**src/design/swm_consts.svh**
```systemverilog
`ifndef SWM_CONSTS_SVH
`define SWM_CONSTS_SVH

// =====================================================================
// clock
`define SWM_CLK_NS        40
// =====================================================================
// power-up quiet time, supplied and line-powered slaves
`define SWM_PWRUP_NS      1200000
`define SWM_PWRUP_LP_NS   2000000
// =====================================================================
// reset and presence timing, standard / fast speed
`define SWM_RSTL_STD_NS   480000
`define SWM_RSTL_OD_NS    70000
`define SWM_RSTH_STD_NS   480000
`define SWM_RSTH_OD_NS    48000
`define SWM_MSP_STD_NS    70000
`define SWM_MSP_OD_NS     8000
// =====================================================================
// bit slot timing, standard / fast speed
`define SWM_SLOT_STD_NS   65000
`define SWM_SLOT_OD_NS    10000
`define SWM_REC_STD_NS    5000
`define SWM_REC_OD_NS     2000
`define SWM_W0L_STD_NS    60000
`define SWM_W0L_OD_NS     8000
`define SWM_W1L_STD_NS    6000
`define SWM_W1L_OD_NS     1000
`define SWM_MSR_STD_NS    13000
`define SWM_MSR_OD_NS     1800
// =====================================================================
// command codes and framing
`define SWM_CMD_READ      8'h33
`define SWM_CMD_SEARCH    8'hF0
`define SWM_CMD_OD_SKIP   8'h3C
`define SWM_BIT_LAST      6'h3F
`define SWM_BYTE_LAST     3'h7
`define SWM_CMD_LAST      6'h07
`define SWM_CNT_W         16
`define SWM_FIFO_DEPTH    8

`endif

```
**src/design/swm_pkg.sv**
```systemverilog
`include "swm_consts.svh"

package swm_pkg;

	// =================================================================
	// host operations and sequencer states
	typedef enum logic [1:0] {OP_READ, OP_SEARCH, OP_OD, OP_RESET} swm_op_t;
	typedef enum logic [2:0] {ST_PWR, ST_IDLE, ST_RLOW, ST_RHIGH, ST_WAIT, ST_LOW,
		ST_HIGH} swm_state_t;
	typedef enum logic [2:0] {PH_CMD, PH_READ, PH_TRUE, PH_CMPL, PH_WR} swm_phase_t;

	// least time in whole cycles, rounded up
	function automatic int cyc_up(input int ns);
		return (ns + `SWM_CLK_NS - 1) / `SWM_CLK_NS;
	endfunction : cyc_up

	// longest time in whole cycles, rounded down, never below one
	function automatic int cyc_dn(input int ns);
		return (ns < `SWM_CLK_NS) ? 1 : ns / `SWM_CLK_NS;
	endfunction : cyc_dn

endpackage : swm_pkg

```
**src/design/swm_master.sv**
```systemverilog
`timescale 1ns/1ps
`include "swm_consts.svh"

// Contract
// all bits travel least significant bit first, both directions.
// master waits power-up quiet time before any bus traffic.
// slave may emit presence pulses alone during power-up quiet time.
// spontaneous power-up presence ends within 1.5 ms.
// bus idles high; master keeps it released during any pause.
// slave tells slots from resets by how long the line stays low.
// both parties drive only open-drain, wired-AND.
// slave never starts a slot; answers master falling edges only.
// master order: initialization, ROM command byte, then data bits.
// initialization is master reset pulse then slave presence pulse.
// exactly one one-byte ROM command follows presence.
// code 33h returns family byte, 48-bit serial, then CRC byte.
// read command only valid with a single slave on the bus.
// code F0h handles each number bit as a triplet of slots.
// searching slave sends true bit, then its complement.
// third slot is master bit; mismatching slave drops out.
// both read slots zero means both branches exist; master picks.
// one search pass yields one number; more passes find others.
// number is 8-bit family, 48-bit serial and 8-bit CRC.
// standard speed up to 15.4 kbps, fast mode up to 125 kbps.
// code 3Ch sets fast-speed flag; fast timing until long reset.
// reset of 480 us clears fast flag; 80 us or less keeps it. Slave model clears it after 1900 cycles (76 us) of low.
// slave waits presence high delay, then pulls low for presence.
// slave answers 0 by timed low, answers 1 by not driving.
// unknown command: slave stays silent until the next reset.
module swm_master #(
	parameter logic [15:0] PWRUP_CYC    = 16'(swm_pkg::cyc_up(`SWM_PWRUP_NS)),
	parameter logic [15:0] PWRUP_LP_CYC = 16'(swm_pkg::cyc_up(`SWM_PWRUP_LP_NS)),
	parameter logic [15:0] RSTL_STD_CYC = 16'(swm_pkg::cyc_up(`SWM_RSTL_STD_NS)),
	parameter logic [15:0] RSTH_STD_CYC = 16'(swm_pkg::cyc_up(`SWM_RSTH_STD_NS)),
	parameter bit          LINE_POWERED = 1'b0,
	parameter int          FIFO_DEPTH   = `SWM_FIFO_DEPTH
) (
	input  wire logic            clock,
	input  wire logic            rst,
	input  wire logic            cmd_valid,
	input  wire swm_pkg::swm_op_t cmd_op,
	input  wire logic            cmd_long_rst,
	input  wire logic [63:0]     search_dir,
	output logic                 cmd_ready,
	output logic                 done,
	output logic                 presence,
	output logic                 search_fail,
	output logic                 fast_speed_flag,
	input  wire logic            io_in,
	output logic                 io_out,
	output logic                 io_oe,
	output logic [7:0]           rx_data,
	output logic                 rx_valid,
	input  wire logic            rx_ready
);
	// =================================================================
	// timing in cycles
	localparam logic [15:0] C_RSTL_OD  = 16'(swm_pkg::cyc_up(`SWM_RSTL_OD_NS));
	localparam logic [15:0] C_RSTH_OD  = 16'(swm_pkg::cyc_up(`SWM_RSTH_OD_NS));
	localparam logic [15:0] C_MSP_STD  = 16'(swm_pkg::cyc_up(`SWM_MSP_STD_NS));
	localparam logic [15:0] C_MSP_OD   = 16'(swm_pkg::cyc_up(`SWM_MSP_OD_NS));
	localparam logic [15:0] C_END_STD  =
		16'(swm_pkg::cyc_up(`SWM_SLOT_STD_NS + `SWM_REC_STD_NS));
	localparam logic [15:0] C_END_OD   =
		16'(swm_pkg::cyc_up(`SWM_SLOT_OD_NS + `SWM_REC_OD_NS));
	localparam logic [15:0] C_W0_STD   = 16'(swm_pkg::cyc_up(`SWM_W0L_STD_NS));
	localparam logic [15:0] C_W0_OD    = 16'(swm_pkg::cyc_up(`SWM_W0L_OD_NS));
	localparam logic [15:0] C_W1_STD   = 16'(swm_pkg::cyc_up(`SWM_W1L_STD_NS));
	localparam logic [15:0] C_W1_OD    = 16'(swm_pkg::cyc_up(`SWM_W1L_OD_NS));
	localparam logic [15:0] C_MSR_STD  = 16'(swm_pkg::cyc_dn(`SWM_MSR_STD_NS));
	localparam logic [15:0] C_MSR_OD   = 16'(swm_pkg::cyc_dn(`SWM_MSR_OD_NS));
	localparam logic [15:0] C_PWR      = LINE_POWERED ? PWRUP_LP_CYC : PWRUP_CYC;
	localparam int          A_W1_MAX   = 160;

	swm_pkg::swm_state_t st_q, st_d;
	swm_pkg::swm_phase_t ph_q, ph_d;
	swm_pkg::swm_op_t    op_q, op_d;
	logic [15:0]         cnt_q, cnt_d;
	logic [5:0]          idx_q, idx_d;
	logic [7:0]          sh_q, sh_d;
	logic [63:0]         rom_q, rom_d;
	logic [63:0]         dir_q, dir_d;
	logic                bit_q, bit_d;
	logic                tb_q, tb_d;
	logic                smp_q, smp_d;
	logic                long_q, long_d;
	logic                fast_q, fast_d;
	logic                pres_q, pres_d;
	logic                fail_q, fail_d;
	logic                done_q, done_d;
	logic                rdy_q, rdy_d;
	logic                oe_q, oe_d;
	logic                io_out_q;
	logic                s1_q, s2_q, s3_q, line_q, line_d;
	logic                push, fifo_rdy, fin, nb, rst_long;
	logic [7:0]          pdata;
	logic [15:0]         t_rstl, t_rsth, t_msp, t_lo, t_msr, t_end;

	// speed-dependent time pick
	function automatic logic [15:0] tsel(input logic f, input logic [15:0] s,
		input logic [15:0] o);
		return f ? o : s;
	endfunction : tsel

	// ROM command byte for an operation
	function automatic logic [7:0] cmd_code(input swm_pkg::swm_op_t op);
		unique case (op)
			swm_pkg::OP_READ:   return `SWM_CMD_READ;
			swm_pkg::OP_SEARCH: return `SWM_CMD_SEARCH;
			default:            return `SWM_CMD_OD_SKIP;
		endcase
	endfunction : cmd_code

	// =================================================================
	// pin input synchroniser, change taken when stages 2 and 3 agree
	always_comb
	begin
		line_d = (s2_q == s3_q) ? s3_q : line_q;
	end

	always_ff @(posedge clock or posedge rst)
	begin
		if (rst)
		begin
			s1_q   <= 1'b1;
			s2_q   <= 1'b1;
			s3_q   <= 1'b1;
			line_q <= 1'b1;
		end
		else
		begin
			s1_q   <= io_in;
			s2_q   <= s1_q;
			s3_q   <= s2_q;
			line_q <= line_d;
		end
	end

	// =================================================================
	// time selection by speed and reset length
	always_comb
	begin
		rst_long = long_q || !fast_q;
		t_rstl   = rst_long ? RSTL_STD_CYC : C_RSTL_OD;
		t_rsth   = tsel(fast_q, RSTH_STD_CYC, C_RSTH_OD);
		t_msp    = tsel(fast_q, C_MSP_STD, C_MSP_OD);
		t_lo     = bit_q ? tsel(fast_q, C_W1_STD, C_W1_OD)
			: tsel(fast_q, C_W0_STD, C_W0_OD);
		t_msr    = tsel(fast_q, C_MSR_STD, C_MSR_OD);
		t_end    = tsel(fast_q, C_END_STD, C_END_OD);
	end

	// =================================================================
	// sequencer: power-up, reset/presence, command, data slots
	always_comb
	begin
		st_d   = st_q;
		ph_d   = ph_q;
		op_d   = op_q;
		cnt_d  = cnt_q + 16'h0001;
		idx_d  = idx_q;
		sh_d   = sh_q;
		rom_d  = rom_q;
		dir_d  = dir_q;
		bit_d  = bit_q;
		tb_d   = tb_q;
		smp_d  = smp_q;
		long_d = long_q;
		fast_d = fast_q;
		pres_d = pres_q;
		fail_d = fail_q;
		rdy_d  = rdy_q;
		oe_d   = oe_q;
		done_d = 1'b0;
		push   = 1'b0;
		fin    = 1'b0;
		nb     = 1'b0;
		pdata  = rom_q[63:56];
		unique case (st_q)
			swm_pkg::ST_PWR:
			begin
				// stay released; stray presence pulses are ignored
				if (cnt_q == C_PWR - 16'h0001)
				begin
					st_d  = swm_pkg::ST_IDLE;
					rdy_d = 1'b1;
				end
			end
			swm_pkg::ST_IDLE:
			begin
				cnt_d = '0;
				if (cmd_valid)
				begin
					op_d   = cmd_op;
					long_d = cmd_long_rst;
					dir_d  = search_dir;
					rdy_d  = 1'b0;
					pres_d = 1'b0;
					fail_d = 1'b0;
					oe_d   = 1'b1;
					st_d   = swm_pkg::ST_RLOW;
				end
			end
			swm_pkg::ST_RLOW:
			begin
				if (cnt_q == t_rstl - 16'h0001)
				begin
					oe_d  = 1'b0;
					cnt_d = '0;
					st_d  = swm_pkg::ST_RHIGH;
					if (rst_long)
						fast_d = 1'b0;
				end
			end
			swm_pkg::ST_RHIGH:
			begin
				if (cnt_q == t_msp - 16'h0001)
					pres_d = !line_q;
				if (cnt_q == t_rsth - 16'h0001)
				begin
					if (op_q == swm_pkg::OP_RESET || !pres_q)
						fin = 1'b1;
					else
					begin
						// exactly one valid command byte follows
						ph_d  = swm_pkg::PH_CMD;
						sh_d  = cmd_code(op_q);
						bit_d = sh_d[0];
						idx_d = '0;
						st_d  = swm_pkg::ST_WAIT;
					end
				end
			end
			swm_pkg::ST_WAIT:
			begin
				// pushing slots wait for fifo room
				cnt_d = '0;
				if (fifo_rdy || !(ph_q == swm_pkg::PH_READ || ph_q == swm_pkg::PH_CMPL))
				begin
					oe_d = 1'b1;
					st_d = swm_pkg::ST_LOW;
				end
			end
			swm_pkg::ST_LOW:
			begin
				if (cnt_q == t_lo - 16'h0001)
				begin
					oe_d = 1'b0;
					st_d = swm_pkg::ST_HIGH;
				end
			end
			swm_pkg::ST_HIGH:
			begin
				if (cnt_q == t_msr - 16'h0001)
					smp_d = line_q;
				if (cnt_q == t_end - 16'h0001)
				begin
					st_d = swm_pkg::ST_WAIT;
					unique case (ph_q)
						swm_pkg::PH_CMD:
						begin
							if (idx_q == `SWM_CMD_LAST)
							begin
								idx_d = '0;
								bit_d = 1'b1;
								if (op_q == swm_pkg::OP_READ)
									ph_d = swm_pkg::PH_READ;
								else if (op_q == swm_pkg::OP_SEARCH)
									ph_d = swm_pkg::PH_TRUE;
								else
								begin
									fast_d = 1'b1;
									fin    = 1'b1;
								end
							end
							else
							begin
								sh_d  = sh_q >> 1;
								bit_d = sh_q[1];
								idx_d = idx_q + 6'h01;
							end
						end
						swm_pkg::PH_READ:
						begin
							// family, serial, crc arrive in that order
							rom_d = {smp_q, rom_q[63:1]};
							pdata = rom_d[63:56];
							push  = (idx_q[2:0] == `SWM_BYTE_LAST);
							if (idx_q == `SWM_BIT_LAST)
								fin = 1'b1;
							else
								idx_d = idx_q + 6'h01;
						end
						swm_pkg::PH_TRUE:
						begin
							tb_d = smp_q;
							ph_d = swm_pkg::PH_CMPL;
						end
						swm_pkg::PH_CMPL:
						begin
							if (tb_q && smp_q)
							begin
								fail_d = 1'b1;
								fin    = 1'b1;
							end
							else
							begin
								// conflict: caller picks the branch
								nb    = (tb_q ^ smp_q) ? tb_q : dir_q[idx_q];
								bit_d = nb;
								rom_d = {nb, rom_q[63:1]};
								pdata = rom_d[63:56];
								push  = (idx_q[2:0] == `SWM_BYTE_LAST);
								ph_d  = swm_pkg::PH_WR;
							end
						end
						swm_pkg::PH_WR:
						begin
							if (idx_q == `SWM_BIT_LAST)
								fin = 1'b1;
							else
							begin
								idx_d = idx_q + 6'h01;
								bit_d = 1'b1;
								ph_d  = swm_pkg::PH_TRUE;
							end
						end
					endcase
				end
			end
		endcase
		if (fin)
		begin
			// line stays released while idle
			done_d = 1'b1;
			rdy_d  = 1'b1;
			oe_d   = 1'b0;
			st_d   = swm_pkg::ST_IDLE;
		end
	end

	always_ff @(posedge clock or posedge rst)
	begin
		if (rst)
		begin
			st_q     <= swm_pkg::ST_PWR;
			ph_q     <= swm_pkg::PH_CMD;
			op_q     <= swm_pkg::OP_RESET;
			cnt_q    <= '0;
			idx_q    <= '0;
			sh_q     <= '0;
			rom_q    <= '0;
			dir_q    <= '0;
			bit_q    <= 1'b1;
			tb_q     <= 1'b0;
			smp_q    <= 1'b1;
			long_q   <= 1'b0;
			fast_q   <= 1'b0;
			pres_q   <= 1'b0;
			fail_q   <= 1'b0;
			done_q   <= 1'b0;
			rdy_q    <= 1'b0;
			oe_q     <= 1'b0;
			io_out_q <= 1'b0;
		end
		else
		begin
			st_q     <= st_d;
			ph_q     <= ph_d;
			op_q     <= op_d;
			cnt_q    <= cnt_d;
			idx_q    <= idx_d;
			sh_q     <= sh_d;
			rom_q    <= rom_d;
			dir_q    <= dir_d;
			bit_q    <= bit_d;
			tb_q     <= tb_d;
			smp_q    <= smp_d;
			long_q   <= long_d;
			fast_q   <= fast_d;
			pres_q   <= pres_d;
			fail_q   <= fail_d;
			done_q   <= done_d;
			rdy_q    <= rdy_d;
			oe_q     <= oe_d;
			io_out_q <= 1'b0;
		end
	end

	// =================================================================
	// received number bytes toward the user
	swm_fifo #(
		.W     (8),
		.DEPTH (FIFO_DEPTH)
	) u_fifo (
		.clock     (clock),
		.rst       (rst),
		.in_valid  (push),
		.in_data   (pdata),
		.in_ready  (fifo_rdy),
		.out_valid (rx_valid),
		.out_data  (rx_data),
		.out_ready (rx_ready)
	);

	assign cmd_ready       = rdy_q;
	assign done            = done_q;
	assign presence        = pres_q;
	assign search_fail     = fail_q;
	assign fast_speed_flag = fast_q;
	assign io_out          = io_out_q;
	assign io_oe           = oe_q;

	// =================================================================
	// checks
	a_pwr_quiet:
	assert property (@(posedge clock) disable iff (rst)
		st_q == swm_pkg::ST_PWR |-> !oe_q && !rdy_q)
	else $error("bus touched during power-up quiet time");

	a_idle_released:
	assert property (@(posedge clock) disable iff (rst)
		st_q == swm_pkg::ST_IDLE |-> !oe_q && rdy_q)
	else $error("line driven while idle");

	a_open_drain:
	assert property (@(posedge clock) disable iff (rst) !io_out_q)
	else $error("pin driven high");

	a_init_first:
	assert property (@(posedge clock) disable iff (rst)
		st_q == swm_pkg::ST_IDLE && cmd_valid |=> st_q == swm_pkg::ST_RLOW && oe_q)
	else $error("command not opened by reset pulse");

	a_cmd_lsb_first:
	assert property (@(posedge clock) disable iff (rst)
		st_q == swm_pkg::ST_WAIT && ph_q == swm_pkg::PH_CMD |-> bit_q == sh_q[0])
	else $error("command bit not lsb first");

	a_one_release:
	assert property (@(posedge clock) disable iff (rst)
		$rose(oe_q) && st_q == swm_pkg::ST_LOW && bit_q |-> ##[1:A_W1_MAX] !oe_q)
	else $error("one or read slot held low too long");

	a_presence_wait:
	assert property (@(posedge clock) disable iff (rst)
		st_q == swm_pkg::ST_RHIGH |-> !oe_q && cnt_q < t_rsth)
	else $error("presence window not released");

	a_fast_clear:
	assert property (@(posedge clock) disable iff (rst)
		st_q == swm_pkg::ST_RLOW && rst_long ##1 st_q == swm_pkg::ST_RHIGH |-> !fast_q)
	else $error("long reset kept fast speed");

	a_od_set:
	assert property (@(posedge clock) disable iff (rst)
		done_q && op_q == swm_pkg::OP_OD && pres_q |-> fast_q)
	else $error("fast flag not set after skip command");

	a_search_fail:
	assert property (@(posedge clock) disable iff (rst)
		$rose(fail_q) |-> op_q == swm_pkg::OP_SEARCH && done_q)
	else $error("search failure outside a search");

	a_read_room:
	assert property (@(posedge clock) disable iff (rst)
		st_q == swm_pkg::ST_LOW && $past(st_q) == swm_pkg::ST_WAIT
		&& ph_q == swm_pkg::PH_READ |-> $past(fifo_rdy))
	else $error("read slot started with full fifo");

endmodule : swm_master

```
**src/design/swm_fifo.sv**
```systemverilog
`timescale 1ns/1ps

module swm_fifo #(
	parameter int W     = 8,
	parameter int DEPTH = 8
) (
	input  wire logic         clock,
	input  wire logic         rst,
	input  wire logic         in_valid,
	input  wire logic [W-1:0] in_data,
	output logic              in_ready,
	output logic              out_valid,
	output logic [W-1:0]      out_data,
	input  wire logic         out_ready
);
	localparam int AW = (DEPTH > 1) ? $clog2(DEPTH) : 1;
	localparam int CW = $clog2(DEPTH + 1);

	logic [W-1:0]  mem_q [DEPTH];
	logic [AW-1:0] wp_q, wp_d, rp_q, rp_d;
	logic [CW-1:0] cnt_q, cnt_d;
	logic          ov_q, ov_d;
	logic [W-1:0]  od_q, od_d;
	logic [CW:0]   occ;
	logic          push, pop;

	// pointer step with wrap for any depth
	function automatic logic [AW-1:0] nxt(input logic [AW-1:0] p);
		return (p == AW'(DEPTH - 1)) ? '0 : p + 1'b1;
	endfunction : nxt

	// =================================================================
	// occupancy, pointers and registered output stage
	always_comb
	begin
		occ      = {1'b0, cnt_q} + {{CW{1'b0}}, ov_q};
		in_ready = occ < (CW + 1)'(DEPTH);
		push     = in_valid && in_ready;
		pop      = (cnt_q != '0) && (!ov_q || out_ready);
		wp_d     = push ? nxt(wp_q) : wp_q;
		rp_d     = pop ? nxt(rp_q) : rp_q;
		cnt_d    = cnt_q + CW'(push) - CW'(pop);
		ov_d     = pop ? 1'b1 : (out_ready ? 1'b0 : ov_q);
		od_d     = pop ? mem_q[rp_q] : od_q;
	end

	always_ff @(posedge clock or posedge rst)
	begin
		if (rst)
		begin
			wp_q  <= '0;
			rp_q  <= '0;
			cnt_q <= '0;
			ov_q  <= 1'b0;
			od_q  <= '0;
		end
		else
		begin
			wp_q  <= wp_d;
			rp_q  <= rp_d;
			cnt_q <= cnt_d;
			ov_q  <= ov_d;
			od_q  <= od_d;
		end
	end

	// storage has no reset
	always_ff @(posedge clock)
	begin
		if (push)
			mem_q[wp_q] <= in_data;
	end

	assign out_valid = ov_q;
	assign out_data  = od_q;

	a_fifo_full_honest:
	assert property (@(posedge clock) disable iff (rst) !in_ready |-> occ == (CW + 1)'(DEPTH))
	else $error("fifo refuses data while not full");

endmodule : swm_fifo

```
**config.mk**
```make
export PLATFORM = sky130hd
export DESIGN_NAME = swm_master
export DESIGN_NICKNAME = d
export VERILOG_FILES = /design/src/design/swm_pkg.sv /design/src/design/swm_master.sv /design/src/design/swm_fifo.sv
export VERILOG_INCLUDE_DIRS = /design/src /design/src/design
export SDC_FILE = /design/constraint.sdc
export NUM_CORES = 1
export LEC_CHECK = 0
export ABC_AREA = 1
export CAP_MARGIN = 30
export CORE_MARGIN = 2
export CORE_UTILIZATION = 54
export DETAILED_ROUTE_END_ITERATION = 12
export DONT_BUFFER_PORTS = 1
export HOLD_SLACK_MARGIN = 0.12
export PLACE_DENSITY = 0.69
export SLEW_MARGIN = 10
export SYNTH_ARGS = -nofsm -noshare
export SYNTH_HDL_FRONTEND = slang
export SYNTH_SLANG_ARGS = --single-unit
```
**constraint.sdc**
```tcl
create_clock -name clock -period 10.75 [get_ports clock]
set_clock_uncertainty 0.15 [all_clocks]
set_input_delay 3.225 -clock clock [delete_from_list [all_inputs] [get_ports clock]]
set_output_delay 3.225 -clock clock [all_outputs]
set_load 0.02 [all_outputs]
```
==> flow_metrics.py <==
metrics = {
    "clock_network": {
        "cts.repair_timing.setup_buffer_count": 0,
        "clock_tree_from_tritoncts": "done",
        "clock_tree.htree_level_count": 1,
        "cts_buffers": 23,
        "path_clk_slew_ns": 0.06,
        "postCtsResizedCells": 0,
        "clock_sinks": 206,
        "insertion_delay_ns": 0.52,
        "cts_root_buffer": "sky130_fd_sc_hd__clkbuf_16",
        "hold_buffers": 0,
        "maximum_buffer_depth_of_the_clock_tree": 3,
    },
    "yosys": {
        "mappedNetlistArea_um2": 10520,
        "netlist-cell-type-count": 56,
        "yosys_most_used_dff": "sky130_fd_sc_hd__dfrtp_1",
        "synth_seq_area_share_pct": 52.16,
        "synthTopCellsByArea": "sky130_fd_sc_hd__dfrtp_1 32%, sky130_fd_sc_hd__edfxtp_1 18%, sky130_fd_sc_hd__nand2_1 11%",
        "synth_top_cell_by_area": "sky130_fd_sc_hd__dfrtp_1",
        "synth.top_cell.area_share_pct": 31.89,
        "postSynth.asyncResetShare_pct": 68.93,
        "synth.ff_latch_count": 206,
        "synth_enable_flop_cells": 64,
        "yosysWarningCount": 0,
        "average_cell_area_after_synthesis_um2": 8.447,
        "syn-instance-count": 1245,
        "synth_fp_nets": 1341,
    },
    "floorplanning": {
        "die_h_um": 143.6,
        "die-area_um2": 20610,
        "die_w_um": 143.6,
        "num_rows": 51,
        "initial_utilization_pct": 54.57,
        "core_box_area_um2": 19270,
        "pin_count": 88,
    },
    "placement": {
        "numPlacedInstances": 1465,
        "place.gp.congestion": 0.9727,
        "place.detailed.hpwl_um": 15660,
        "place.port_buffers": 0,
    },
    "timing": {
        "unrepaired_setup_endpoints_after_global_routing": "false",
        "holdWs_ns": 0.2041,
        "fmax_mhz": 224.7,
        "layout_worst_path_cycle_share_pct": 41.40,
        "finalSetupViolations": 0,
        "worst_slew_margin_pct": 43.89,
        "timing_worst_slew_pin_value_ns": 0.8385,
        "fin_setup_tns_ns": 0,
        "slew_violations": 0,
        "timing.final.crit_period_ns": 4.450,
        "final_hold_vio_count": 0,
    },
    "cells_and_area": {
        "post_layout_nonfiller_instances": 1509,
        "layout.core_utilization_pct": 59.47,
        "nNetsFinal": 1324,
        "fraction_of_layout_cells_with_a_size_suffix_above_1_pct": 8.280,
        "num_antenna_cells": 0,
        "flow.area_growth_from_synthesis_pct": 8.970,
    },
    "detailed_routing": {
        "drt_first_pass_iters": 5,
        "num_vias": 8035,
        "detail-route-antenna-nets": 0,
        "wl_per_cell_um": 15.10,
        "detail_route.iter0.violations": 524,
        "drc": 0,
        "detail_route.wirelength_um": 22780,
        "route.detailed.vias_per_inst": 5.325,
    },
    "power": {
        "vdd_drop_max_uv": 125.3,
        "power_per_cell_area_nw_per_um2": 168.8,
        "total_leakage_power_nw": 4.914,
    },
    "critical_path": {
        "reg2reg_depth": 12,
        "worst_r2r_endpoint": "u_fifo.mem_q[3][4]",
        "worstReg2RegStart": "fast_speed_flag",
        "ordered_list_of_cells_on_the_worst_path": "nor2_1 -> a31oi_1 -> buf_4 -> ha_1 -> inv_1 -> ha_1 -> inv_1 -> fa_1 -> inv_1",
        "cp.required_ns": 11.01,
        "endpoint_kind": "register",
        "cp.arrival_ns": 4.71,
        "timing.critical_path.buf_inv": 4,
        "worst_path_max_delay_cell": "sky130_fd_sc_hd__fa_1",
        "worstSetupStartpointType": "input pin",
        "cpLargestDelayFamily": "adder cells",
        "crit_path_max_incr_delay_ns": 0.49,
        "worst-r2r-setup-slack_ns": 7.13,
        "critical_path.max_fanout": 23,
        "worstSetupPathDepth": 9,
        "worst-setup-path-type": "input pin to register",
        "critPathMostFrequentCell": "sky130_fd_sc_hd__inv_1",
    },
    "job": {
        "max_cap_check_violation_count": 0,
    },
    "min_path": {
        "whs_endpoint": "s2_q",
        "holdCritPathClass": "register to register",
        "min_path_cells": 0,
        "timing.hold.worst.start": "s1_q",
    },
    "global_routing": {
        "grt_pass1_wl_um": 37460,
        "overall_track_demand_over_capacity_in_global_routing_pct": 22.38,
        "antenna_found_initial": 0,
        "grt_pass1_vias": 7591,
        "overflow": 0,
        "grt_start_max_net_pins": 118,
    },
    "status": {
        "status": "finished, final reports clean",
    },
}
synthesized netlist by cell type (3+ instances only):
cell type and number:
sky130_fd_sc_hd__clkbuf_1 30, sky130_fd_sc_hd__buf_4 4, sky130_fd_sc_hd__nand3_2 3, sky130_fd_sc_hd__o21ai_0 101, sky130_fd_sc_hd__a31oi_1 3, sky130_fd_sc_hd__o221ai_1 8
sky130_fd_sc_hd__o32ai_1 9, sky130_fd_sc_hd__edfxtp_1 64, sky130_fd_sc_hd__dfstp_2 8, sky130_fd_sc_hd__buf_2 12, sky130_fd_sc_hd__ha_1 23, sky130_fd_sc_hd__a21oi_2 3
sky130_fd_sc_hd__xor2_1 4, sky130_fd_sc_hd__nand2_2 8, sky130_fd_sc_hd__nand3_1 57, sky130_fd_sc_hd__xnor2_1 5, sky130_fd_sc_hd__mux2i_1 10, sky130_fd_sc_hd__a21oi_1 39
sky130_fd_sc_hd__buf_6 3, sky130_fd_sc_hd__clkinv_1 3, sky130_fd_sc_hd__nor3_1 19, sky130_fd_sc_hd__nor2_2 10, sky130_fd_sc_hd__inv_1 145, sky130_fd_sc_hd__nand2_1 310
sky130_fd_sc_hd__nand3b_1 5, sky130_fd_sc_hd__o211ai_1 15, sky130_fd_sc_hd__nor3b_1 3, sky130_fd_sc_hd__inv_2 7, sky130_fd_sc_hd__nand4_1 19, sky130_fd_sc_hd__dfrtp_1 134
sky130_fd_sc_hd__o21ai_1 16, sky130_fd_sc_hd__o21a_1 3, sky130_fd_sc_hd__nor2_1 132
worst max-delay path by stage:
stage,start,endpoint
after global routing,rx_ready,u_fifo.cnt_q[2]
after detailed placement,cmd_valid,presence
after floorplan,rst,cmd_ready
after global placement,cmd_valid,presence
final,rx_ready,u_fifo.cnt_q[1]
after CTS,cmd_valid,presence
registers in the layout, summed over array words and instances (netlist names), 2 cells and up:
| name | count |
|---|---|
| u_fifo.out_data | 8 |
| op_q | 2 |
| dir_q | 64 |
| rom_q | 8 |
| u_fifo.wp_q | 3 |
| cnt_q | 16 |
| sh_q | 7 |
| u_fifo.mem_q | 64 |
| u_fifo.cnt_q | 4 |
| idx_q | 6 |
| st_q | 3 |
| u_fifo.rp_q | 3 |
| ph_q | 3 |
per-layer routing:
| metal | global-route usage (%) | vias up | wire [µm] |
|---|---|---|---|
| li1 | - | 4028 | - |
| met1 | 32.57 | 3769 | 10720 |
| met2 | 35.69 | 196 | 10500 |
| met3 | 3.032 | 42 | 1013 |
| met4 | 5.624 | 0 | 549 |
| met5 | 0 | - | 0 |
cell type report:
class                      instances  area [µm²]
inverter                         156       593.1
clock inverter                    16       128.9
multi-input combinational        832        4203
sequential                       206        5485
clock buffer                      25       603.1
timing repair buffer               9       115.1
fill                            1743        7811
tap                              265       331.6
stage by stage:
step	instance area [µm²]	worst slack, ns	total power [mW]
detailed placement	10660	5.327	1.183
CTS	11390	5.856	1.942
global placement	10660	5.407	1.170
global route	11460	6.219	2.026
floorplan	10520	3.579	1.118
finish	11460	6.300	1.934
placed cells by master, fill, tap and decap left out, types with 8 or more instances in the layout:
cell	Yosys	final
sky130_fd_sc_hd__nand3_1	57	57
sky130_fd_sc_hd__dfstp_2	8	8
sky130_fd_sc_hd__nand2_2	8	8
sky130_fd_sc_hd__o211ai_1	15	15
sky130_fd_sc_hd__clkbuf_16	0	23
sky130_fd_sc_hd__ha_1	23	23
sky130_fd_sc_hd__nand4_1	19	19
sky130_fd_sc_hd__edfxtp_1	64	64
sky130_fd_sc_hd__a21oi_1	39	39
sky130_fd_sc_hd__o21ai_1	16	16
sky130_fd_sc_hd__o21ai_0	101	101
sky130_fd_sc_hd__mux2i_1	10	10
sky130_fd_sc_hd__o221ai_1	8	8
sky130_fd_sc_hd__nor3_1	19	19
sky130_fd_sc_hd__inv_1	145	144
sky130_fd_sc_hd__o32ai_1	9	9
sky130_fd_sc_hd__dfrtp_1	134	134
sky130_fd_sc_hd__nor2_1	132	132
sky130_fd_sc_hd__nor2_2	10	9
sky130_fd_sc_hd__nand2_1	310	310
power by group:
part           switching [mW]  internal, mW
sequential             0.0537         0.854
combinational           0.168        0.0998
clock                   0.325         0.433
cells by family (layout without fill, tap and decap cells):
family / Yosys count / in the layout / share of synthesized area [%]
fa+ha+maj: 25 / 25 / 3.022
mux: 11 / 11 / 1.059
xor+xnor: 12 / 12 / 1.214
compound gates: 206 / 206 / 11.28
simple gates: 577 / 577 / 23.31
flops: 206 / 206 / 52.16
buf+inv: 207 / 206 / 7.924
other cells: 1 / 1 / 0.03566
Power figures use the tool's default switching activity.
